$ cat config.mk
export PLATFORM = sky130hd
export DESIGN_NAME = scap_cmd_port
export DESIGN_NICKNAME = d
export VERILOG_FILES = /design/src/scap_pkg.sv /design/src/scap_burst_if.sv /design/src/scap_burst_seq.sv /design/src/scap_cmd_port.sv
export SDC_FILE = /design/constraint.sdc
export NUM_CORES = 1
export LEC_CHECK = 0
export ABC_AREA = 1
export BUFFER_PORTS_ARGS = -buffer_cell sky130_fd_sc_hd__buf_2
export CAP_MARGIN = 10
export CORE_MARGIN = 5
export CORE_UTILIZATION = 50
export CTS_CLUSTER_SIZE = 30
export DETAILED_ROUTE_END_ITERATION = 16
export HOLD_SLACK_MARGIN = 0.03
export PLACE_DENSITY = 0.79
export SYNTH_ARGS = -nofsm -noshare
export SYNTH_HDL_FRONTEND = slang
export SYNTH_HIERARCHICAL = 1
export SYNTH_SLANG_ARGS = --single-unit
$ cat constraint.sdc
create_clock -name clock -period 2.4 [get_ports clock]
set_clock_uncertainty 0.15 [all_clocks]
set_input_delay 0.24 -clock clock [delete_from_list [all_inputs] [get_ports clock]]
set_output_delay 0.24 -clock clock [all_outputs]
set_load 0.01 [all_outputs]
$ cat src/scap_pkg.sv
// constants and types shared by the command and address port
package scap_pkg;

   // ****************************************
   // geometry
   // ****************************************
   localparam int NUM_BANKS = 8;
   localparam int BANK_W    = 3;
   localparam int ADDR_W    = 13;
   localparam int COL_W     = 10;
   localparam int DQ_W      = 8;
   localparam int MR_COUNT  = 4;
   localparam int AP_BIT    = 10;
   localparam int CHOP_BIT  = 12;

   // ****************************************
   // mode register fields
   // ****************************************
   localparam int MR0_BL_LSB = 0;
   localparam int MR0_BT_BIT = 3;
   localparam int MR0_CL_LSB = 4;
   localparam int MR1_AL_LSB = 3;
   localparam logic [1:0] BL_FIXED8 = 2'h0;
   localparam logic [1:0] BL_OTF    = 2'h1;
   localparam logic [1:0] BL_FIXED4 = 2'h2;
   localparam logic [1:0] AL_CL1    = 2'h1;
   localparam logic [1:0] AL_CL2    = 2'h2;
   localparam logic [4:0] CL_BASE   = 5'h04;
   localparam logic [ADDR_W-1:0] MR_RESET = 13'h0000;

   // ****************************************
   // timing
   // ****************************************
   localparam int CLK_PERIOD_PS   = 25000;
   localparam int REFI_NORMAL_NS  = 7800;
   localparam int REFI_EXT_NS     = 3900;
   // average intervals are upper bounds, so they round down
   localparam int REFI_NORMAL_CYC = (REFI_NORMAL_NS * 1000) / CLK_PERIOD_PS;
   localparam int REFI_EXT_CYC    = (REFI_EXT_NS * 1000) / CLK_PERIOD_PS;
   localparam int REF_CNT_W       = 10;

   // ****************************************
   // types
   // ****************************************
   typedef enum logic [2:0] {
      CMD_NOP, CMD_ROW_OPEN, CMD_READ, CMD_WRITE,
      CMD_PRECHARGE, CMD_REFRESH, CMD_MODE_SET
   } scap_cmd_t;

   typedef enum logic [1:0] {PWR_ACTIVE, PWR_SUSPEND, PWR_POWERDOWN, PWR_SELFREF} scap_pwr_t;

   typedef enum logic [1:0] {XF_IDLE, XF_RD_WAIT, XF_RD_BURST, XF_WR_BURST} scap_xfer_t;

endpackage : scap_pkg

$ cat src/scap_burst_if.sv
// burst sequencing signals between the port and its column sequencer
`timescale 1ns/10ps
interface scap_burst_if;
   logic       start;
   logic       chop;
   logic       interleave;
   logic       step;
   logic [2:0] startCol;
   logic [2:0] col;
   logic       last;
   logic       busy;

   modport ctl (output start, chop, interleave, step, startCol, input col, last, busy);
   modport seq (input start, chop, interleave, step, startCol, output col, last, busy);
endinterface : scap_burst_if

$ cat src/scap_burst_seq.sv
// column order generator for one read or write burst
`timescale 1ns/10ps
module scap_burst_seq
   import scap_pkg::*;
(
   input wire logic   clock,
   input wire logic   reset,
   scap_burst_if.seq  bus
);

   logic [2:0] beat_r;
   logic [2:0] base_r;
   logic       chop_r;
   logic       ilv_r;
   logic       busy_r;
   logic [2:0] lastBeat;
   logic [2:0] seqCol;
   logic [2:0] ilvCol;

   // ****************************************
   // column order
   // ****************************************
   // a chopped burst wraps inside its group of four
   assign lastBeat = chop_r ? 3'h3 : 3'h7;
   assign seqCol   = chop_r ? {base_r[2], 2'(base_r[1:0] + beat_r[1:0])}
                            : 3'(base_r + beat_r);
   assign ilvCol   = base_r ^ beat_r;
   assign bus.col  = ilv_r ? ilvCol : seqCol;
   assign bus.last = busy_r && (beat_r == lastBeat);
   assign bus.busy = busy_r;

   // beat counter, a new start overrides any leftover burst
   always_ff @(posedge clock)
   begin
      if (reset)
      begin
         beat_r <= 3'h0;
         base_r <= 3'h0;
         chop_r <= 1'b0;
         ilv_r  <= 1'b0;
         busy_r <= 1'b0;
      end
      else if (bus.start)
      begin
         beat_r <= 3'h0;
         base_r <= bus.startCol;
         chop_r <= bus.chop;
         ilv_r  <= bus.interleave;
         busy_r <= 1'b1;
      end
      else if (bus.step && busy_r)
      begin
         beat_r <= 3'(beat_r + 3'h1);
         busy_r <= !bus.last;
      end
   end

endmodule : scap_burst_seq

$ cat src/scap_cmd_port.sv
// command, address and clocking front end of an eight-bank ddr memory
//
// Notes on behaviour
// - inputs are taken where true clock rises and complement clock falls
// - read beats leave on clock crossings of both directions, two per period
// - clock gate sampled low halts internal clock from next cycle, freezing state
// - gate dropped with all banks idle enters power-down or self-refresh
// - three-bit bank select picks the bank for open, read, write, precharge
// - row open takes thirteen row bits; read and write take ten column bits
// - mode register set loads the address bus into the selected mode register
// - burst length is four or eight beats
// - burst column order is sequential or interleaved
// - additive latency is zero, read latency minus one or minus two
// - eight independent banks may each hold a row open
// - data is timed by the strobe pair driven by whoever sends it
// - address bit ten: auto-precharge on access, all banks on precharge
// - in on-the-fly burst length mode, address bit twelve low chops the burst, high keeps it full
// - chip select sampled high masks every command
// - strobe patterns decode to row open, precharge, read and write
`timescale 1ns/10ps
module scap_cmd_port
   import scap_pkg::*;
#(
   parameter int DQ_WIDTH = DQ_W
)
(
   input  wire logic                  clock,
   input  wire logic                  reset,
   input  wire logic                  ckTrue,
   input  wire logic                  ckComp,
   input  wire logic                  clockGate,
   input  wire logic                  chipSelN,
   input  wire logic                  rowStrobeN,
   input  wire logic                  colStrobeN,
   input  wire logic                  writeEnN,
   input  wire logic [BANK_W-1:0]     bankSelect,
   input  wire logic [ADDR_W-1:0]     addressBus,
   input  wire logic [DQ_WIDTH-1:0]   dqIn,
   input  wire logic                  dqsIn,
   input  wire logic                  dqsNIn,
   input  wire logic                  extTemp,
   input  wire logic [DQ_WIDTH-1:0]   arrayRdData,
   output logic      [DQ_WIDTH-1:0]   dqOut_r,
   output logic                       dqOe_r,
   output logic                       dqsOut_r,
   output logic                       dqsNOut_r,
   output logic                       dqsOe_r,
   output logic                       accValid_r,
   output logic                       accWrite_r,
   output logic      [BANK_W-1:0]     accBank_r,
   output logic      [ADDR_W-1:0]     accRow_r,
   output logic      [COL_W-1:0]      accCol_r,
   output logic      [DQ_WIDTH-1:0]   accData_r,
   output logic      [NUM_BANKS-1:0]  bankOpen_r,
   output logic                       powerDown_r,
   output logic                       selfRefresh_r,
   output logic                       clockHalted_r,
   output logic                       refreshLate_r
);

   localparam int PIN_W = 10 + BANK_W + ADDR_W + DQ_WIDTH; // ten single pins plus buses

   // ****************************************
   // pin synchronisers
   // ****************************************
   logic [PIN_W-1:0] pinRaw;
   logic [PIN_W-1:0] pinMeta_r;
   logic [PIN_W-1:0] pinSync_r;
   logic [PIN_W-1:0] pinPrev_r;
   logic ckT, ckC, cke, csN, rasN, casN, weN, dqsS, dqsNS, hot, ckTPrev;
   logic dqsPrev, dqsNPrev;
   logic [BANK_W-1:0]   bankS;
   logic [ADDR_W-1:0]   addrS;
   logic [DQ_WIDTH-1:0] dqS;

   assign pinRaw = {ckTrue, ckComp, clockGate, chipSelN, rowStrobeN, colStrobeN,
                    writeEnN, bankSelect, addressBus, dqIn, dqsIn, dqsNIn, extTemp};
   assign {ckT, ckC, cke, csN, rasN, casN, weN, bankS, addrS, dqS, dqsS, dqsNS, hot}
          = pinSync_r;
   assign ckTPrev  = pinPrev_r[PIN_W-1];
   assign dqsPrev  = pinPrev_r[2];
   assign dqsNPrev = pinPrev_r[1];

   // every pin goes through the same two stages so they stay aligned
   always_ff @(posedge clock)
   begin
      if (reset)
      begin
         pinMeta_r <= '0;
         pinSync_r <= '0;
         pinPrev_r <= '0;
      end
      else
      begin
         pinMeta_r <= pinRaw;
         pinSync_r <= pinMeta_r;
         pinPrev_r <= pinSync_r;
      end
   end

   // ****************************************
   // clock crossings and gating
   // ****************************************
   logic ckRise, ckEdge, dqsEdge, tick, ckeSampled_r;

   assign ckRise  = ckT && !ckTPrev && !ckC;
   assign ckEdge  = ckT != ckTPrev;
   assign dqsEdge = (dqsS && !dqsNS) != (dqsPrev && !dqsNPrev);
   // the gate level taken at one crossing governs the next one
   assign tick    = ckRise && ckeSampled_r;

   // gate sample; starts low so nothing runs until the controller raises it
   always_ff @(posedge clock)
   begin
      if (reset)
         ckeSampled_r <= 1'b0;
      else if (ckRise)
         ckeSampled_r <= cke;
   end

   // ****************************************
   // command decode
   // ****************************************
   scap_cmd_t cmd;
   logic      cmdValid;

   function automatic scap_cmd_t decodeCmd(input logic r, input logic c, input logic w);
      scap_cmd_t res;
      res = CMD_NOP;
      unique case ({r, c, w})
         3'b011:  res = CMD_ROW_OPEN;
         3'b010:  res = CMD_PRECHARGE;
         3'b101:  res = CMD_READ;
         3'b100:  res = CMD_WRITE;
         3'b001:  res = CMD_REFRESH;
         3'b000:  res = CMD_MODE_SET;
         default: res = CMD_NOP;
      endcase
      return res;
   endfunction : decodeCmd

   assign cmd      = decodeCmd(rasN, casN, weN);
   assign cmdValid = tick && !csN;

   // ****************************************
   // mode registers
   // ****************************************
   logic [ADDR_W-1:0] modeReg_r [MR_COUNT];
   logic [1:0]        blField, alField;
   logic [4:0]        readLat, addLat, totalLat;
   logic              interleave;

   // mr0 holds burst and read latency, mr1 the additive latency
   assign blField    = modeReg_r[0][MR0_BL_LSB +: 2];
   assign interleave = modeReg_r[0][MR0_BT_BIT];
   assign readLat    = 5'(CL_BASE + 5'(modeReg_r[0][MR0_CL_LSB +: 3]));
   assign alField    = modeReg_r[1][MR1_AL_LSB +: 2];
   assign addLat     = (alField == AL_CL1) ? 5'(readLat - 5'h01) :
                       (alField == AL_CL2) ? 5'(readLat - 5'h02) : 5'h00;
   assign totalLat   = 5'(readLat + addLat);

   // the top bank bit must be clear; other selections are dropped
   always_ff @(posedge clock)
   begin
      if (reset)
         modeReg_r <= '{default: MR_RESET};
      else if (cmdValid && cmd == CMD_MODE_SET && !bankS[2])
         modeReg_r[bankS[1:0]] <= addrS;
   end

   // ****************************************
   // bank state
   // ****************************************
   logic [ADDR_W-1:0] bankRow_r [NUM_BANKS];
   logic              apClose;
   logic              allIdle;

   assign allIdle = (bankOpen_r == '0);

   genvar gb;
   generate
      for (gb = 0; gb < NUM_BANKS; gb++)
      begin : g_bank
         logic hit, openIt, closeIt;
         assign hit     = bankS == BANK_W'(gb);
         assign openIt  = cmdValid && cmd == CMD_ROW_OPEN && hit;
         assign closeIt = (cmdValid && cmd == CMD_PRECHARGE && (addrS[AP_BIT] || hit))
                          || (apClose && accBank_r == BANK_W'(gb));
         // each bank keeps its own row, so all eight may be open together
         always_ff @(posedge clock)
         begin
            if (reset)
            begin
               bankOpen_r[gb] <= 1'b0;
               bankRow_r[gb]  <= '0;
            end
            else if (openIt)
            begin
               bankOpen_r[gb] <= 1'b1;
               bankRow_r[gb]  <= addrS;
            end
            else if (closeIt)
               bankOpen_r[gb] <= 1'b0;
         end
      end
   endgenerate

   // ****************************************
   // power state
   // ****************************************
   scap_pwr_t pwr_r, pwrNxt;
   logic      gateDrop;

   assign gateDrop = ckRise && ckeSampled_r && !cke;
   // low power only with every bank idle, otherwise a plain clock suspend
   assign pwrNxt = (ckRise && cke) ? PWR_ACTIVE :
                   !gateDrop ? pwr_r :
                   !allIdle ? PWR_SUSPEND :
                   (!csN && cmd == CMD_REFRESH) ? PWR_SELFREF : PWR_POWERDOWN;

   always_ff @(posedge clock)
   begin
      if (reset)
      begin
         pwr_r         <= PWR_SUSPEND;
         powerDown_r   <= 1'b0;
         selfRefresh_r <= 1'b0;
         clockHalted_r <= 1'b1;
      end
      else
      begin
         pwr_r         <= pwrNxt;
         powerDown_r   <= pwrNxt == PWR_POWERDOWN;
         selfRefresh_r <= pwrNxt == PWR_SELFREF;
         clockHalted_r <= pwrNxt != PWR_ACTIVE;
      end
   end

   // ****************************************
   // burst transfer
   // ****************************************
   scap_burst_if bus ();
   scap_xfer_t   xfer_r;
   logic [4:0]   latCnt_r;
   logic [6:0]   colHi_r;
   logic         apPend_r, colUpd_r;
   logic         startBurst, isRead, rdFire, rdDone, wrBeat, xferDone;

   scap_burst_seq u_seq (
      .clock (clock),
      .reset (reset),
      .bus   (bus)
   );

   // only one burst in flight; accesses to a closed bank are dropped
   assign isRead         = cmd == CMD_READ;
   assign startBurst     = cmdValid && (isRead || cmd == CMD_WRITE)
                           && xfer_r == XF_IDLE && bankOpen_r[bankS];
   assign bus.start      = startBurst;
   assign bus.startCol   = addrS[2:0];
   assign bus.interleave = interleave;
   assign bus.chop       = (blField == BL_FIXED4) ||
                           (blField == BL_OTF && !addrS[CHOP_BIT]);
   // a frozen clock freezes the burst position as well
   assign rdFire   = ((xfer_r == XF_RD_WAIT && tick && latCnt_r == 5'h01) ||
                      (xfer_r == XF_RD_BURST && ckEdge && ckeSampled_r)) && bus.busy;
   assign rdDone   = xfer_r == XF_RD_BURST && ckEdge && ckeSampled_r && !bus.busy;
   assign wrBeat   = xfer_r == XF_WR_BURST && dqsEdge && ckeSampled_r && bus.busy;
   assign bus.step = rdFire || wrBeat;
   assign xferDone = rdDone || (xfer_r == XF_WR_BURST && !bus.busy);
   assign apClose  = xferDone && apPend_r;

   // transfer state and latency count in clock crossings
   always_ff @(posedge clock)
   begin
      if (reset)
         xfer_r <= XF_IDLE;
      else
      begin
         unique case (xfer_r)
            XF_IDLE:     if (startBurst) xfer_r <= isRead ? XF_RD_WAIT : XF_WR_BURST;
            XF_RD_WAIT:  if (rdFire) xfer_r <= XF_RD_BURST;
            XF_RD_BURST: if (rdDone) xfer_r <= XF_IDLE;
            XF_WR_BURST: if (xferDone) xfer_r <= XF_IDLE;
         endcase
      end
   end

   always_ff @(posedge clock)
   begin
      if (reset)
      begin
         latCnt_r   <= 5'h00;
         colHi_r    <= 7'h00;
         apPend_r   <= 1'b0;
         accBank_r  <= '0;
         accRow_r   <= '0;
         accWrite_r <= 1'b0;
      end
      else if (startBurst)
      begin
         latCnt_r   <= totalLat;
         colHi_r    <= addrS[COL_W-1:3];
         apPend_r   <= addrS[AP_BIT];
         accBank_r  <= bankS;
         accRow_r   <= bankRow_r[bankS];
         accWrite_r <= !isRead;
      end
      else if (xfer_r == XF_RD_WAIT && tick)
         latCnt_r <= 5'(latCnt_r - 5'h01);
   end

   // ****************************************
   // array side and data pins
   // ****************************************
   // the next read address is shown a beat early so the array has time
   always_ff @(posedge clock)
   begin
      if (reset)
      begin
         colUpd_r   <= 1'b0;
         accValid_r <= 1'b0;
         accCol_r   <= '0;
         accData_r  <= '0;
      end
      else
      begin
         colUpd_r   <= startBurst || bus.step;
         accValid_r <= accWrite_r ? wrBeat : (colUpd_r && bus.busy);
         if (wrBeat || colUpd_r)
            accCol_r <= {colHi_r, bus.col};
         if (wrBeat)
            accData_r <= dqS;
      end
   end

   // read beats: strobe follows the clock level at every crossing
   always_ff @(posedge clock)
   begin
      if (reset)
      begin
         dqOut_r   <= '0;
         dqOe_r    <= 1'b0;
         dqsOut_r  <= 1'b0;
         dqsNOut_r <= 1'b1;
         dqsOe_r   <= 1'b0;
      end
      else if (rdFire)
      begin
         dqOut_r   <= arrayRdData;
         dqOe_r    <= 1'b1;
         dqsOut_r  <= ckT;
         dqsNOut_r <= !ckT;
         dqsOe_r   <= 1'b1;
      end
      else if (rdDone)
      begin
         dqOe_r  <= 1'b0;
         dqsOe_r <= 1'b0;
      end
   end

   // ****************************************
   // refresh watchdog
   // ****************************************
   logic [REF_CNT_W-1:0] refGap_r;
   logic [REF_CNT_W-1:0] refLimit;
   logic                 refSeen;

   // in the hot range the controller owes twice as many refreshes
   assign refLimit = hot ? REF_CNT_W'(REFI_EXT_CYC) : REF_CNT_W'(REFI_NORMAL_CYC);
   assign refSeen  = (cmdValid && cmd == CMD_REFRESH) || pwr_r == PWR_SELFREF;

   // an average is allowed, so this flags a late refresh and does not block
   always_ff @(posedge clock)
   begin
      if (reset)
      begin
         refGap_r      <= '0;
         refreshLate_r <= 1'b0;
      end
      else if (refSeen)
      begin
         refGap_r      <= '0;
         refreshLate_r <= 1'b0;
      end
      else
      begin
         if (refGap_r != '1)
            refGap_r <= REF_CNT_W'(refGap_r + 1'b1);
         if (refGap_r >= refLimit)
            refreshLate_r <= 1'b1;
      end
   end

endmodule : scap_cmd_port

Word-level counts from Yosys, hierarchy flattened
Memories as Yosys holds them, arrays and structs flattened. A register that Yosys moved wholly into a read port is not among the register bits.
Cells that the tools add are included.
{"block": "word_totals", "wordCells": 301, "in_bits": 44, "mem_bits_rw": 104, "mem_count": 1, "output_inout_bits": 60, "reg_bits": 238}
{"name": "bankRow_r", "words": 8, "word_bits": 13, "rd": 1, "rd_clocked_by_memory_dff": 1, "write_ports": 8, "line_no": "scap_cmd_port.sv:174", "text": "logic [ADDR_W-1:0] bankRow_r [NUM_BANKS];"}
{"block": "classes", "bitwise": 10, "mux": 79, "add_sub_neg": 9, "order_cmp": 4, "reduce_logical": 113, "eq_ne": 44}
{"cell": "2-to-1 mux 13 bit", "n": 9}
{"cell": "logical AND 1 bit", "n": 57}
{"cell": "bitwise mux 52 bit", "n": 1}
{"cell": "2-to-1 mux 1 bit", "n": 49}
{"cell": "== test 3 bit, second input constant", "n": 13}
{"cell": "demux 13 bit (select 2 bit)", "n": 1}
{"cell": "== test 3 x 2 -> 1 bit, second input constant", "n": 8}
{"cell": "logical OR 1 bit", "n": 24}
{"cell": "nonzero test 2 bit", "n": 12}
{"cell": "2-to-1 mux 5 bit", "n": 4}
{"cell": "case mux 3 bit (6 select lines)", "n": 1}
{"cell": "2-to-1 mux 2 bit", "n": 8}
{"cell": "== test 2 bit, second input constant", "n": 7}
{"cell": "== test 3 x 1 -> 1 bit, second input constant", "n": 4}
{"cell": "zero test 1 bit", "n": 12}
{"cell": "adder 10 x 1 -> 10 bit, second input constant", "n": 1}
{"cell": ">= comparator 10 x 9 -> 1 bit", "n": 1}
{"cell": "inequality test 10 bit, second input constant", "n": 1}
{"cell": "zero test 3 bit", "n": 3}
{"cell": "2-to-1 mux 3 bit", "n": 3}
{"cell": "2-to-1 mux 9 bit", "n": 1}
{"cell": "zero test 8 bit", "n": 1}
{"cell": "inequality test 2 bit, second input constant", "n": 4}
{"cell": "OR 1 bit", "n": 8}
{"cell": "22 further kinds", "n": 26}

Depth between registers and ports, before layout
Gate-level depths: netlist of the first run.
{"block": "logic_depth", "ltp_word": 12, "mapped_depth": 13, "mapped_depth_nobuf": 12}

By module
Netlist of the first run, hierarchy kept.
{"module": "scap_cmd_port", "area_each_um2": 11000.6, "seq_area_each_um2": 6466.2, "cells_each": 1277, "n_inst": 1}
{"module": "scap_burst_seq", "area_each_um2": 484.2, "seq_area_each_um2": 180.2, "cells_each": 64, "n_inst": 1}

Least setup slack after synthesis of the first run
OpenSTA, ideal clock, no wires.
{"block": "synth_path", "kind": "reg2reg", "startpoint": "register modeReg_r[44] (netlist name)", "endpoint": "register latCnt_r[1]", "period_less_slack_ns": 1.994, "setup_ns": 0.128, "path_buffers": 0, "arrival_time_ns": 1.717, "slack_ns": 0.406, "required_time_ns": 2.122, "stages_incl_launch_ff": 9, "path_cell_list": "dfxtp_1 -> inv_1 -> ha_1 -> o22ai_1 -> fa_1 -> nand4_1 -> nand2_1 -> nor2_1 -> nor2_1"}
{"block": "synth_via", "elab_chain_len": 6, "elab_cells_between_ends": 7, "cone_classes": "add/sub: 4; mux: 3"}
{"item": "start: declaration", "line_no": "scap_cmd_port.sv:148", "text": "logic [ADDR_W-1:0] modeReg_r [MR_COUNT];"}
{"item": "start signal: indexed assignment", "line_no": "scap_cmd_port.sv:168", "text": "modeReg_r[bankS[1:0]] <= addrS;"}
{"item": "adder 3 x 3 -> 4 bit *", "line_no": "scap_cmd_port.sv:156", "text": "assign readLat = 5'(CL_BASE + 5'(modeReg_r[0][MR0_CL_LSB +: 3]));"}
{"item": "subtractor 4 x 2 -> 5 bit", "line_no": "scap_cmd_port.sv:159", "text": "(alField == AL_CL2) ? 5'(readLat - 5'h02) : 5'h00;"}
{"item": "2-to-1 mux 5 bit", "line_no": "scap_cmd_port.sv:159"}
{"item": "2-to-1 mux 5 bit", "line_no": "scap_cmd_port.sv:158", "text": "assign addLat = (alField == AL_CL1) ? 5'(readLat - 5'h01) :"}
{"item": "adder 4 x 5 -> 5 bit *", "line_no": "scap_cmd_port.sv:160", "text": "assign totalLat = 5'(readLat + addLat);"}
{"item": "2-to-1 mux 5 bit *", "line_no": "scap_cmd_port.sv:300", "text": "else if (startBurst)"}
{"item": "end signal: assignment", "line_no": "scap_cmd_port.sv:302", "text": "latCnt_r <= totalLat;"}
{"item": "end signal: assignment", "line_no": "scap_cmd_port.sv:310", "text": "latCnt_r <= 5'(latCnt_r - 5'h01);"}
{"item": "end: declaration", "line_no": "scap_cmd_port.sv:244", "text": "logic [4:0] latCnt_r;"}
Mark *: on every way between the ends. The rest lies on a longest branch, timed or not.
A chain may end at the register's enable or synchronous reset.

Worst setup path in the final report of the first run
{"block": "layout_path", "startpoint": "register modeReg_r[43] (netlist name)", "endpoint": "register latCnt_r[1]"}
The elaborated chain is that of the path after synthesis.

==> reports/summary.md, run 1 <==
The floorplan has 55 rows. The run gives 0 as the number of DRC violations after detailed routing. The placeable core area is 22600 sq um. Once detail routing completed, the nets flagged for antenna violations numbered 0. The via count of the first global-routing pass is 8967, and the maximum net fanout on the critical path is 5. Global routing used 20.6% of the available tracks across all layers. The total number of clock tree sinks was 280; the average instance area after synthesis was 8.56 sq um. The per-cell routed wire length was 15.2 um. In this run the worst hold path is classified as in2reg.

In this run the tightest slew margin relative to its limit is 27.8%. Across the run, the number of max-cap violations was 0. Final number of max-transition violations: 0. After detailed routing, the total wire length is 27200 um. Measured in cells, the most critical reg-to-reg path has a length of 8. For the pin with the worst max-slew slack, the measured transition is 1.08 ns. For the count of pins on the block boundary, the log shows 104. Number of failing setup endpoints in the final timing report: 0. After layout, the minimum clock period comes to 2.22 ns. The number of vias per cell after detailed routing is 5.14. Detailed placement finished with a half-perimeter wire length of 17200 um.

The leakage power came out at 5.78 nW. For the post-CTS repair timing setup buffer count, the log shows 0. The tools report the worst flop-to-flop path startpoint as modeReg_r[43]$_SDFFE_PP0P_.

TritonCTS built the clock tree. The logs give 1 for the CTS H-tree depth and 2.62 ns for the worst path required time. The critical path goes through inv_1 -> ha_1 -> o22ai_1 -> fa_1 -> nand4_1 -> nand2_1 -> nor2_1 -> nor2_1. The delay of the slowest cell on the worst path was 0.48 ns. The total power per unit cell area was 719 nW/um^2.

The startpoint identified for the worst hold timing path is reset. The post-CTS clock slew at the launch and capture registers of the worst setup and hold paths was 0.06 ns. The number of nets handed over by synthesis was 1405. The critical path in this run is classified as reg2reg. Timing would allow up to 450 MHz. Adding up every negative setup slack in the final design gives 0 ns. The run gives 44300 um as the wire length of the first global-routing pass.

Including well taps, the total number of placed cells is 1702. The number of buffers between clock root and the deepest sink is 3. The kind of cell adding the most delay to the critical path was adder cells. For hold timing, the worst endpoint is bankOpen_r[6]$_SDFFE_PP0P_.

The detailed router placed 9215 vias in this run. In this run, the number of DRC markers left after iteration 0 of detailed routing was 827. The worst register-to-register path ends at latCnt_r[1]$_SDFFE_PP0P_. TritonCTS created 27 clock buffers. Data on the critical path arrives at its endpoint at 2.44 ns. The total buffers and inverters traversed by the critical path is 1, and the non-filler instance count after layout is 1794. Setup repair after global routing left no endpoint under its margin. The share of the cycle needed by the critical path after routing was 92.6%; the full die area was 26100 sq um. In this run the tool buffered the top-level ports with 103 buffer cells. The setup slack on the worst flop-to-flop path came out at 0.18 ns. The starting density of the core was 50.7%. The tools report the number of instances in the synthesized netlist as 1339. The library cell used most frequently in the layout, excluding fill and tap cells, is sky130_fd_sc_hd__nand2_1. In this run the vertical extent of the chip is 161 um. The clock network latency to the later pin of the worst-skew pair was 0.53 ns.

For this run the aggregate overflow at the end of global routing stands at 0. The final instance area is 13600 sq um, and the cell depth of the worst hold path is 4. The largest individual stage delay along the critical path comes from the cell sky130_fd_sc_hd__fa_1.

STA classifies the critical path endpoint as a flip-flop. Routability-driven placement finished with a final weighted congestion of 0.883. The first-pass detailed-route iteration total was 5; the area growth from synthesis to final layout was 18.5%. The run gives 107 as the largest net degree at the start of global routing. The root buffer cell chosen for the clock tree is sky130_fd_sc_hd__clkbuf_16.

After the last flow step, the layout net total stands at 1554. The startpoint type of the worst setup path is a flip-flop. The logs give 11500 sq um for the cell area after synthesis and 0.456 mV for the worst supply voltage drop on vdd. The worst-case hold slack was 0.103 ns. Among the stages of the critical path, the cell type that occurs most often is sky130_fd_sc_hd__nor2_1. The fraction of final layout cells with drive strength greater than 1 is 13.5%. The final hold violation count came out at 0. The number of antenna violations at the first check in global routing came out at 1.

The run finished with clean final reports. The logs give 6 for the number of warning messages in the yosys log and 12300 sq um for the placement-stage cell area. The x dimension of the die came out at 161 um. In the layout the commonest cells are sky130_fd_sc_hd__nand2_1 (294), sky130_fd_sc_hd__nor2_1 (255), sky130_fd_sc_hd__dfxtp_1 (175).
==> stage by stage <==
stage	power (mW)	util [%]	setup slack, ns
2_1_floorplan	5.41	-	0.406
3_3_place_gp	5.55	54.2	0.278
3_5_place_dp	5.56	54.2	0.183
4_1_cts	9.81	60.0	0.161
5_1_grt	10.1	60.0	0.0464
6_report	9.77	60.0	0.178
==> area by class of cell <==
class                      count  area (sq um)
fill                        1813          9050
sequential                   280          6650
multi-input combinational    830          3870
timing repair buffer         174          1170
clock buffer                  34           732
inverter                     175           661
tap                          285           357
clock inverter                15           159
antenna                        1          2.50
==> sequential cells by signal, indices dropped and copies added, names as in the netlist, 5 cells and up <==
name	count
refGap_r	10
accCol_r	10
latCnt_r	5
dqOut_r	8
colHi_r	7
pinSync_r	34
pinMeta_r	34
accRow_r	13
accData_r	8
bankOpen_r	8
bankRow_r	104
==> where the power goes <==
part | total, mW | switching (mW) | leakage [nW] | internal [mW]
clock network | 4.25 | 1.77 | 0.431 | 2.49
logic | 0.440 | 0.277 | 2.85 | 0.163
registers | 5.08 | 0.0505 | 2.51 | 5.03
total | 9.77 | 2.09 | 5.78 | 7.68
==> metal layers <==
metal	vias up	wire, um	GRT usage [%]
met3	72	2370	3.90
met5	-	0	0
li1	4558	-	-
met4	0	799	6.71
met1	4224	10800	26.4
met2	361	13200	35.3
==> worst min-delay path, stage by stage <==
cell and delay (ns):
sky130_fd_sc_hd__buf_4 0.09, sky130_fd_sc_hd__inv_2 0.18, sky130_fd_sc_hd__nand4_1 0.17, sky130_fd_sc_hd__nand2_1 0.05
==> worst max path at each step <==
stage                                     from                  endpoint  cells past startpoint  slack, ns
floorplan           modeReg_r[44]$_SDFFE_PP0P_  latCnt_r[1]$_SDFFE_PP0P_                      8       0.41
global placement    modeReg_r[44]$_SDFFE_PP0P_  latCnt_r[1]$_SDFFE_PP0P_                      8       0.28
global route        modeReg_r[43]$_SDFFE_PP0P_  latCnt_r[2]$_SDFFE_PP0P_                     11       0.05
CTS                 modeReg_r[44]$_SDFFE_PP0P_  latCnt_r[1]$_SDFFE_PP0P_                      8       0.16
detailed placement  modeReg_r[44]$_SDFFE_PP0P_  latCnt_r[1]$_SDFFE_PP0P_                      8       0.18
finish              modeReg_r[43]$_SDFFE_PP0P_  latCnt_r[1]$_SDFFE_PP0P_                      8       0.18
==> what timing repair did <==
item                                    in CTS  in global routing
hold buffers                                42                  0
gates resized for setup                      0                  1
endpoints found under the setup margin       0                  1
hold endpoints to repair                    42                  0
No activity file was read; power rests on OpenSTA's default activity.
==> run 2: changes to the inputs <==
--- a/config.mk
+++ b/config.mk
@@ -5,7 +5,6 @@
 export SDC_FILE = /design/constraint.sdc
 export NUM_CORES = 1
 export LEC_CHECK = 0
-export ABC_AREA = 1
 export BUFFER_PORTS_ARGS = -buffer_cell sky130_fd_sc_hd__buf_2
 export CAP_MARGIN = 10
 export CORE_MARGIN = 5
@@ -13,7 +12,8 @@
 export CTS_CLUSTER_SIZE = 30
 export DETAILED_ROUTE_END_ITERATION = 16
 export HOLD_SLACK_MARGIN = 0.03
-export PLACE_DENSITY = 0.79
+export PLACE_DENSITY = 0.67
+export SETUP_SLACK_MARGIN = 0.1
 export SYNTH_ARGS = -nofsm -noshare
 export SYNTH_HDL_FRONTEND = slang
 export SYNTH_HIERARCHICAL = 1
==> run 2 against run 1 <==
Effect of this change: worst hold slack better by 0.0012 ns; combinational power is 5.7% lower; sequential cell count stayed put; count of clock-buffer cells in the layout is 15 higher; critical endpoint is now u_seq/beat_r[2]$_SDFFE_PP0P_.
==> reports/summary.md, run 2 <==
The run gives 5.53 nW (was 5.78 nW) as the leakage power. The startpoint type of the worst setup path is a flip-flop (unchanged). The most common cell after layout, fill and taps aside is sky130_fd_sc_hd__dfxtp_1 (was sky130_fd_sc_hd__nand2_1).

The flip-flop count of the largest register, all copies and words added was 104 (unchanged). For the global-route congestion overflow total, the log shows 0 (unchanged). The vertical die dimension came out at 162 um (was 161 um). The number of cell instances on the worst register-to-register path was 9 (was 8). The tools report the largest net degree at the start of global routing as 87 (was 107). The via count of the first global-routing pass was 7383 (was 8967); the cell depth of the worst hold path was 4 (unchanged).

Total buffers and inverters traversed by the critical path: 1 (unchanged). TritonCTS built the clock tree. The global placement routability congestion was 0.873 (was 0.883). The number of standard-cell rows in the floorplan was 55 (unchanged).

The final worst slack was 0.186 ns (was 0.178 ns); the maximum net fanout on the critical path was 4 (was 5). The average instance area after synthesis is 11.6 sq um (was 8.56 sq um). The run gives 0.611 mV (was 0.456 mV) as the worst supply voltage drop on vdd. The run gives 0 (was 1) as the number of antenna violations at the first check in global routing. The run gives 38.9% (was 27.8%) as the headroom to the max-slew limit.

The number of failing setup endpoints in the final timing report is 0 (unchanged), and the delay of the slowest cell on the worst path is 0.46 ns (was 0.48 ns). The tools report the starting density of the core as 50.9% (was 50.7%). The achievable frequency is 452 MHz (was 450 MHz).

The setup slack on the worst flop-to-flop path came out at 0.19 ns (was 0.18 ns). Number of buffers created by CTS: 30 (was 27). The largest register by flop count was bankRow_r (unchanged).

Number of I/O port buffers: 103 (unchanged). The class of the tightest hold or removal check is in2reg (unchanged). The flow ran to the end, and the final reports show no timing, DRC or antenna violations. The placeable core area was 22800 sq um (was 22600 sq um). The final number of max-transition violations was 0 (unchanged). The full die area is 26300 sq um (was 26100 sq um), and the number of vias per cell after detailed routing is 5.08 (was 5.14). The element type at the critical path end was a flip-flop (unchanged). Worst flop-to-flop path startpoint: pinPrev_r[33]$_SDFF_PP0_ (was modeReg_r[43]$_SDFFE_PP0P_). The tools report the endpoint of the most critical register-to-register path as u_seq/beat_r[2]$_SDFFE_PP0P_ (was latCnt_r[1]$_SDFFE_PP0P_). The final layout net count was 1221 (was 1554). The path type of the worst setup path is reg2reg (unchanged).

The share of the cycle needed by the critical path after routing was 92.2% (was 92.6%). End point of the worst hold path: bankOpen_r[5]$_SDFFE_PP0P_ (was bankOpen_r[6]$_SDFFE_PP0P_). For the cell area after synthesis, the log shows 11600 sq um (was 11500 sq um). The number of instances in the synthesized netlist was 1001 (was 1339); the clock network latency to the later pin of the worst-skew pair was 0.54 ns (was 0.53 ns).

The first-pass detailed-route iteration total is 5 (unchanged), and the number of buffers between clock root and the deepest sink is 3 (unchanged). The post-CTS clock slew at the launch and capture registers of the worst setup and hold paths came out at 0.06 ns (about the same). The logs give 280 (unchanged) for the total number of clock tree sinks and 2.45 ns (was 2.44 ns) for the data arrival time of the worst path. Antenna violation net count after detailed routing: 0 (unchanged). The buffer cell driving the clock tree root was sky130_fd_sc_hd__clkbuf_16 (unchanged). The tools report the number of violations of the max-capacitance limit as 0 (unchanged). Net count after synthesis: 1067 (was 1405). Slowest library cell on the worst path: sky130_fd_sc_hd__or4_4 (was sky130_fd_sc_hd__fa_1).

Total power per unit cell area: 705 nW/um^2 (was 719 nW/um^2). Biggest regs: bankRow_r (104), pinMeta_r (34), pinSync_r (34) (unchanged). The run gives 502 (was 827) as the number of DRC violations after detailed-routing iteration 0.

The tools report the placement-stage cell area as 12600 sq um (was 12300 sq um). The setup slack after placement is 0.0390 ns (was 0.183 ns), and the number of fillers in the final layout is 1854 (was 1813). Fraction of final layout cells with drive strength greater than 1: 20.4% (was 13.5%).

Setup TNS: 0 ns (unchanged). Setup repair after global routing could not meet its margin everywhere. The logs give 0 (was 1) for the antenna diode count and 16400 um (was 17200 um) for the sum of net half-perimeters after detailed placement.

The overall routed net length was 25000 um (was 27200 um); the transition time at the pin with the least slew margin was 0.916 ns (was 1.08 ns). The run gives 14000 sq um (was 13600 sq um) as the final instance area. For the number of warning messages in the yosys log, the log shows 6 (unchanged).

The number of vias in the routed layout was 7551 (was 9215); the final hold violation count was 0 (unchanged). The logs give 104 (unchanged) for the count of pins on the block boundary and 18.8% (was 20.6%) for the overall fraction of global-route tracks in use. Leading cell types in the layout, fill and taps excluded: sky130_fd_sc_hd__dfxtp_1 (173), sky130_fd_sc_hd__and2_1 (109), sky130_fd_sc_hd__edfxtp_1 (104) (was sky130_fd_sc_hd__nand2_1 (294), sky130_fd_sc_hd__nor2_1 (255), sky130_fd_sc_hd__dfxtp_1 (175)).

Startpoint of the most critical hold path: reset (unchanged). Cell-by-cell trace of the critical path: inv_1 -> ha_4 -> or3b_4 -> or4_4 -> o21ai_4 -> or2_4 -> nand3_2 -> xor2_1 -> nor3_1 (was inv_1 -> ha_1 -> o22ai_1 -> fa_1 -> nand4_1 -> nand2_1 -> nor2_1 -> nor2_1). The run gives 61.6% (was 60.0%) as the final cell utilization of the core.

The per-cell routed wire length was 16.8 um (was 15.2 um). The final total power was 9.88 mW (was 9.77 mW); the x dimension of the die was 162 um (was 161 um). The area growth from synthesis to final layout is 20.9% (was 18.5%). The tools report the worst path required time as 2.63 ns (was 2.62 ns).

The number of DRC violations after detailed routing is 0 (unchanged). The wire length of the first global-routing pass is 39600 um (was 44300 um). Shortest period the worst path allows: 2.21 ns (was 2.22 ns). The kind of cell adding the most delay to the critical path is simple AND/OR/NAND/NOR gates (was adder cells). The CTS H-tree depth is 1 (unchanged).
==> run 2: worst max path at each step <==
stage	from	to	slack, ns	depth (start not counted)
6_report	pinPrev_r[33]$_SDFF_PP0_	u_seq/beat_r[2]$_SDFFE_PP0P_	0.19	9
3_5_place_dp	pinSync_r[33]$_SDFF_PP0_	dqOut_r[4]$_SDFFE_PP0P_	0.04	7
2_1_floorplan	pinSync_r[33]$_SDFF_PP0_	bankRow_r[4][0]$_SDFFCE_PN0P_	-0.09	6
5_1_grt	pinPrev_r[33]$_SDFF_PP0_	u_seq/beat_r[2]$_SDFFE_PP0P_	0.07	9
4_1_cts	modeReg_r[43]$_SDFFE_PP0P_	latCnt_r[3]$_SDFFE_PP0P_	0.14	9
3_3_place_gp	pinSync_r[33]$_SDFF_PP0_	dqOut_r[5]$_SDFFE_PP0P_	0.09	7
==> run 2: layout make-up <==
type	count	area [sq um]	area share (%)
flip-flops and latches	280	6650	47.4
multi-input cells	638	4610	32.9
repair buffers	182	1330	9.50
clock buffers	49	935	6.66
well taps	313	392	2.79
inverters	23	88.8	0.633
clock inverters	2	10.0	0.0714
==> run 2: layer usage <==
metal	routed length (um)	GRT usage (%)	up-vias	share of wire [%]
met1	11700	26.8	3555	47
met3	1410	3.07	42	5.6
met4	591	4.54	0	2.4
li1	-	-	3785	-
met5	0	0	-	0
met2	11300	30.2	169	45
==> run 2: repair_timing <==
action                                 CTS  global route
pin swaps                                1             0
hold buffers                            42             0
endpoints found under the hold margin   42             0
setup endpoints to repair               12            28
setup buffers                            0             0
gates resized for setup                  4             8
==> run 2: stage by stage <==
step	instances	hold WS (ns)
2_1_floorplan	1001	0.218
3_3_place_gp	1394	0.268
3_5_place_dp	1394	0.270
4_1_cts	1487	0.0605
5_1_grt	1487	0.0954
6_report	1487	0.104
==> run 2: power breakdown <==
part,internal (mW),total [mW],switching [mW]
Combinational,0.212,0.415,0.204
Sequential,5.03,5.11,0.0752
Clock,2.63,4.36,1.73
==> run 2: worst min-delay path: cells and delay by family <==
family / cells / cell delay (ns)
AOI/OAI and AO/OA: 1 / 0.09
buffers and inverters: 2 / 0.22
and+or+nand+nor: 1 / 0.18
==> run 3: changes to the inputs <==
--- a/config.mk
+++ b/config.mk
@@ -9,12 +9,10 @@
 export CAP_MARGIN = 10
 export CORE_MARGIN = 5
 export CORE_UTILIZATION = 50
-export CTS_CLUSTER_SIZE = 30
 export DETAILED_ROUTE_END_ITERATION = 16
 export HOLD_SLACK_MARGIN = 0.03
 export PLACE_DENSITY = 0.67
 export SETUP_SLACK_MARGIN = 0.1
 export SYNTH_ARGS = -nofsm -noshare
 export SYNTH_HDL_FRONTEND = slang
-export SYNTH_HIERARCHICAL = 1
 export SYNTH_SLANG_ARGS = --single-unit
==> run 3 against run 2 <==
Effect of this change: register-to-register slack gained 0.06 ns; worst hold slack got worse by 0.030 ns; global-route usage increased by 0.27 points; synthesized cell count barely moved; sequential power is essentially flat; sequential cell count is the same; design area rose by 0.43%; non-clock buffer count increased by 7; via count grew 2.9%; first-iteration DRC count is 7.2% higher; die area shrank 0.57%; critical path type unchanged; critical endpoint is now dqOut_r[7]$_SDFFE_PP0P_; largest power group unchanged.
==> reports/summary.md, run 3 <==
The run gives 5 (unchanged) as the first-pass detailed-route iteration total. The element type at the critical path end was a flip-flop (unchanged). The area growth from synthesis to final layout was 22.1% (was 20.9%). The run gives 0.102 ns (was 0.0390 ns) as the setup slack after placement. After synthesis, the netlist uses 61 different library cells. The average instance area after synthesis was 11.5 sq um (was 11.6 sq um). Leading cell types in the layout, fill and taps excluded: sky130_fd_sc_hd__dfxtp_1 (172), sky130_fd_sc_hd__and2_1 (106), sky130_fd_sc_hd__edfxtp_1 (104) (was sky130_fd_sc_hd__dfxtp_1 (173), sky130_fd_sc_hd__and2_1 (109), sky130_fd_sc_hd__edfxtp_1 (104)). Kind of cell adding the most delay to the critical path: simple AND/OR/NAND/NOR gates (unchanged). In the post-synthesis netlist, the biggest area contributors are sky130_fd_sc_hd__dfxtp_1 (31%), sky130_fd_sc_hd__edfxtp_1 (27%), sky130_fd_sc_hd__and2_1 (5.8%). Cell-by-cell trace of the critical path: ha_1 -> or3b_1 -> nor3b_4 -> o21a_1 -> buf_12 -> mux2i_1 -> nor2_1 (was inv_1 -> ha_4 -> or3b_4 -> or4_4 -> o21ai_4 -> or2_4 -> nand3_2 -> xor2_1 -> nor3_1). For the largest net degree at the start of global routing, the log shows 86 (was 87). The most common cell after layout, fill and taps aside is sky130_fd_sc_hd__dfxtp_1 (unchanged). The final hold violation count was 0 (unchanged); the number of I/O port buffers was 103 (unchanged). The antenna diode count was 0 (unchanged).

The logs give 0 (unchanged) for the number of failing setup endpoints in the final timing report and 7772 (was 7551) for the number of vias in the routed layout. Number of enable flip-flop cells after synthesis: 104. Antenna violation net count after detailed routing: 0 (unchanged). The maximum net fanout on the critical path works out to 10 (was 4).

TritonCTS built the clock tree. The delay of the slowest cell on the worst path is 0.42 ns (was 0.46 ns), and the starting density of the core is 50.8% (was 50.9%). The final number of max-transition violations is 0 (unchanged). The logs give 25600 um (was 25000 um) for the overall routed net length and 0.683 mV (was 0.611 mV) for the worst supply voltage drop on vdd. The vertical die dimension is 162 um (about the same), and the global placement routability congestion is 0.915 (was 0.873). The via count of the first global-routing pass is 7543 (was 7383). The buffer cell driving the clock tree root was sky130_fd_sc_hd__clkbuf_16 (unchanged). The net count after synthesis came out at 1068 (was 1067). The class of the tightest hold or removal check is in2reg (unchanged). The tools report the total number of clock tree sinks as 280 (unchanged). The number of buffers created by CTS was 29 (was 30).

The run gives 1228 (was 1221) as the final layout net count. The x dimension of the die was 162 um (about the same); the fraction of final layout cells with drive strength greater than 1 was 21.0% (was 20.4%). Setup repair after global routing could not meet its margin everywhere.

For this run, asynchronously set or reset flops after synthesis account for 0%. The transition time at the pin with the least slew margin is 0.805 ns (was 0.916 ns), and the number of fillers in the final layout is 1792 (was 1854). The final cell utilization of the core is 62.0% (was 61.6%).

Biggest regs: bankRow_r (104), pinMeta_r (34), pinSync_r (34) (unchanged). The logs give 11500 sq um (was 11600 sq um) for the cell area after synthesis and 0 (unchanged) for the number of DRC violations after detailed routing. For the worst path required time, the log shows 2.65 ns (was 2.63 ns). The clock network latency to the later pin of the worst-skew pair is 0.54 ns (about the same), and the placeable core area is 22700 sq um (was 22800 sq um).

The total power per unit cell area was 721 nW/um^2 (was 705 nW/um^2); the overall fraction of global-route tracks in use was 19.1% (was 18.8%). The global-route congestion overflow total is 0 (unchanged), and the flip-flop count of the largest register, all copies and words added is 104 (unchanged). The share of synthesized area occupied by flip-flops and latches was 57.6%; the share of Yosys cell area claimed by the top area cell type was 30.6%. The number of warning messages in the yosys log came out at 0 (was 6). The slowest library cell on the worst path is sky130_fd_sc_hd__or3b_1 (was sky130_fd_sc_hd__or4_4).

Counting instances in the post-synthesis netlist gives the leading cell types as sky130_fd_sc_hd__dfxtp_1 (176), sky130_fd_sc_hd__and2_1 (106), sky130_fd_sc_hd__edfxtp_1 (104). Summed over all instances, the cell type with the most area after synthesis is sky130_fd_sc_hd__dfxtp_1. The most common flop cell mapped by yosys is sky130_fd_sc_hd__dfxtp_1.

The sum of net half-perimeters after detailed placement is 16500 um (was 16400 um). The tools report the leakage power as 5.62 nW (was 5.53 nW). The largest register by flop count is bankRow_r (unchanged). The post-CTS clock slew at the launch and capture registers of the worst setup and hold paths is 0.06 ns (about the same).

The path type of the worst setup path was reg2reg (unchanged). The share of the cycle needed by the critical path after routing came out at 89.8% (was 92.2%). The full die area was 26200 sq um (was 26300 sq um); the number of DRC violations after detailed-routing iteration 0 was 538 (was 502). The tools report the number of antenna violations at the first check in global routing as 0 (unchanged).

Startpoint type of the worst setup path: a flip-flop (unchanged). The run gives 55 (unchanged) as the number of standard-cell rows in the floorplan. Setup TNS: 0 ns (unchanged). Number of buffers between clock root and the deepest sink: 3 (unchanged). Number of vias per cell after detailed routing: 5.29 (was 5.08). The shortest period the worst path allows is 2.16 ns (was 2.21 ns). The headroom to the max-slew limit was 46.3% (was 38.9%); the total buffers and inverters traversed by the critical path was 1 (unchanged). The flip-flop and latch count after synthesis is 280. The count of pins on the block boundary is 104 (unchanged), and the wire length of the first global-routing pass is 40100 um (was 39600 um). The run gives 1002 (was 1001) as the number of instances in the synthesized netlist. Among all cell types in the netlist, the one instantiated most often is sky130_fd_sc_hd__dfxtp_1.

The CTS H-tree depth came out at 1 (unchanged). The run gives 464 MHz (was 452 MHz) as the achievable frequency. The setup slack on the worst flop-to-flop path is 0.24 ns (was 0.19 ns). The flow ran to the end, and the final reports show no timing, DRC or antenna violations. The data arrival time of the worst path was 2.40 ns (was 2.45 ns); the number of violations of the max-capacitance limit was 0 (unchanged). The final worst slack was 0.244 ns (was 0.186 ns); the per-cell routed wire length was 17.4 um (was 16.8 um).
-- run 3: cell count changes in the layout (fill, tap and decap cells not counted), moves of 4 or more --
cell / delta
sky130_fd_sc_hd__a21oi_1: +7
sky130_fd_sc_hd__and3_1: +4
sky130_fd_sc_hd__clkbuf_1: -6
sky130_fd_sc_hd__nor2_1: -4
sky130_fd_sc_hd__nor2b_1: +5
sky130_fd_sc_hd__buf_4: +6
sky130_fd_sc_hd__xor2_1: -4
sky130_fd_sc_hd__nand2b_1: +4
sky130_fd_sc_hd__a211oi_1: +5
sky130_fd_sc_hd__bufinv_16: +4
sky130_fd_sc_hd__o21ai_0: -4
-- run 3: repair_timing --
item | CTS | global route
setup endpoints to repair | 14 | 90
gates resized for setup | 1 | 9
endpoints found under the hold margin | 42 | 0
setup buffers | 0 | 1
hold buffers | 42 | 0
gates cloned | 0 | 2
-- run 3: cell type report --
| type | count | area, sq um | share of cell area (%) |
|---|---|---|---|
| clock buffer | 37 | 806 | 5.72 |
| clock inverter | 16 | 200 | 1.42 |
| inverter | 19 | 71.3 | 0.506 |
| multi-input combinational | 643 | 4590 | 32.6 |
| sequential | 280 | 6650 | 47.2 |
| tap | 285 | 357 | 2.53 |
| timing repair buffer | 189 | 1410 | 9.99 |
-- run 3: cells by family after synthesis --
logic type | Yosys count | synth area share [%]
XOR/XNOR | 11 | 0.835
AO/OA/AOI/OAI | 125 | 6.93
AND/OR/NAND/NOR | 408 | 19.6
adder cells (fa/ha/maj) | 22 | 2.52
flip-flops | 280 | 57.6
buffers and inverters | 79 | 2.93
multiplexers | 77 | 9.53
-- run 3: worst register-to-register path, stage by stage (launching register included) --
cell and delay (ns):
sky130_fd_sc_hd__dfxtp_1 0.36, sky130_fd_sc_hd__ha_1 0.21, sky130_fd_sc_hd__or3b_1 0.42, sky130_fd_sc_hd__nor3b_4 0.28, sky130_fd_sc_hd__o21a_1 0.19, sky130_fd_sc_hd__buf_12 0.15, sky130_fd_sc_hd__mux2i_1 0.21, sky130_fd_sc_hd__nor2_1 0.05
-- run 3: worst paths after layout --
check / start / end / cells past startpoint
setup / recovery: pinSync_r[33]$_SDFF_PP0_ / dqOut_r[7]$_SDFFE_PP0P_ / 7
hold / removal: reset / bankOpen_r[5]$_SDFFE_PP0P_ / 4
setup reg to reg: pinSync_r[33]$_SDFF_PP0_ / dqOut_r[7]$_SDFFE_PP0P_ / 7
hold reg to reg: pinMeta_r[27]$_SDFF_PP0_ / pinSync_r[27]$_SDFF_PP0_ / 1
-- run 3: where the power goes --
part	internal, mW	total (mW)	switching [mW]
logic	0.213	0.420	0.207
clock network	2.81	4.62	1.81
registers	5.03	5.11	0.0768
total	8.05	10.1	2.09
-- run 3: metal layers --
| layer | routed length, um | GRT usage (%) | up-vias | share of wire (%) |
|---|---|---|---|---|
| li1 | - | - | 3834 | - |
| met4 | 633 | 5.38 | 0 | 2.5 |
| met3 | 1860 | 3.70 | 44 | 7.3 |
| met1 | 11300 | 26.7 | 3666 | 44 |
| met5 | 0 | 0 | - | 0 |
| met2 | 11800 | 30.5 | 228 | 46 |
-- run 3: per-stage QoR --
| stage | std cells | hold WS (ns) | total power, mW | instance area (sq um) |
|---|---|---|---|---|
| finish | 1469 | 0.0741 | 10.1 | 14100 |
| global route | 1469 | 0.0900 | 10.5 | 14100 |
| CTS | 1466 | 0.0403 | 10.2 | 14000 |
| detailed placement | 1371 | 0.270 | 5.58 | 12600 |
| global placement | 1371 | 0.266 | 5.57 | 12600 |
| floorplan | 1002 | 0.218 | 5.41 | 11500 |
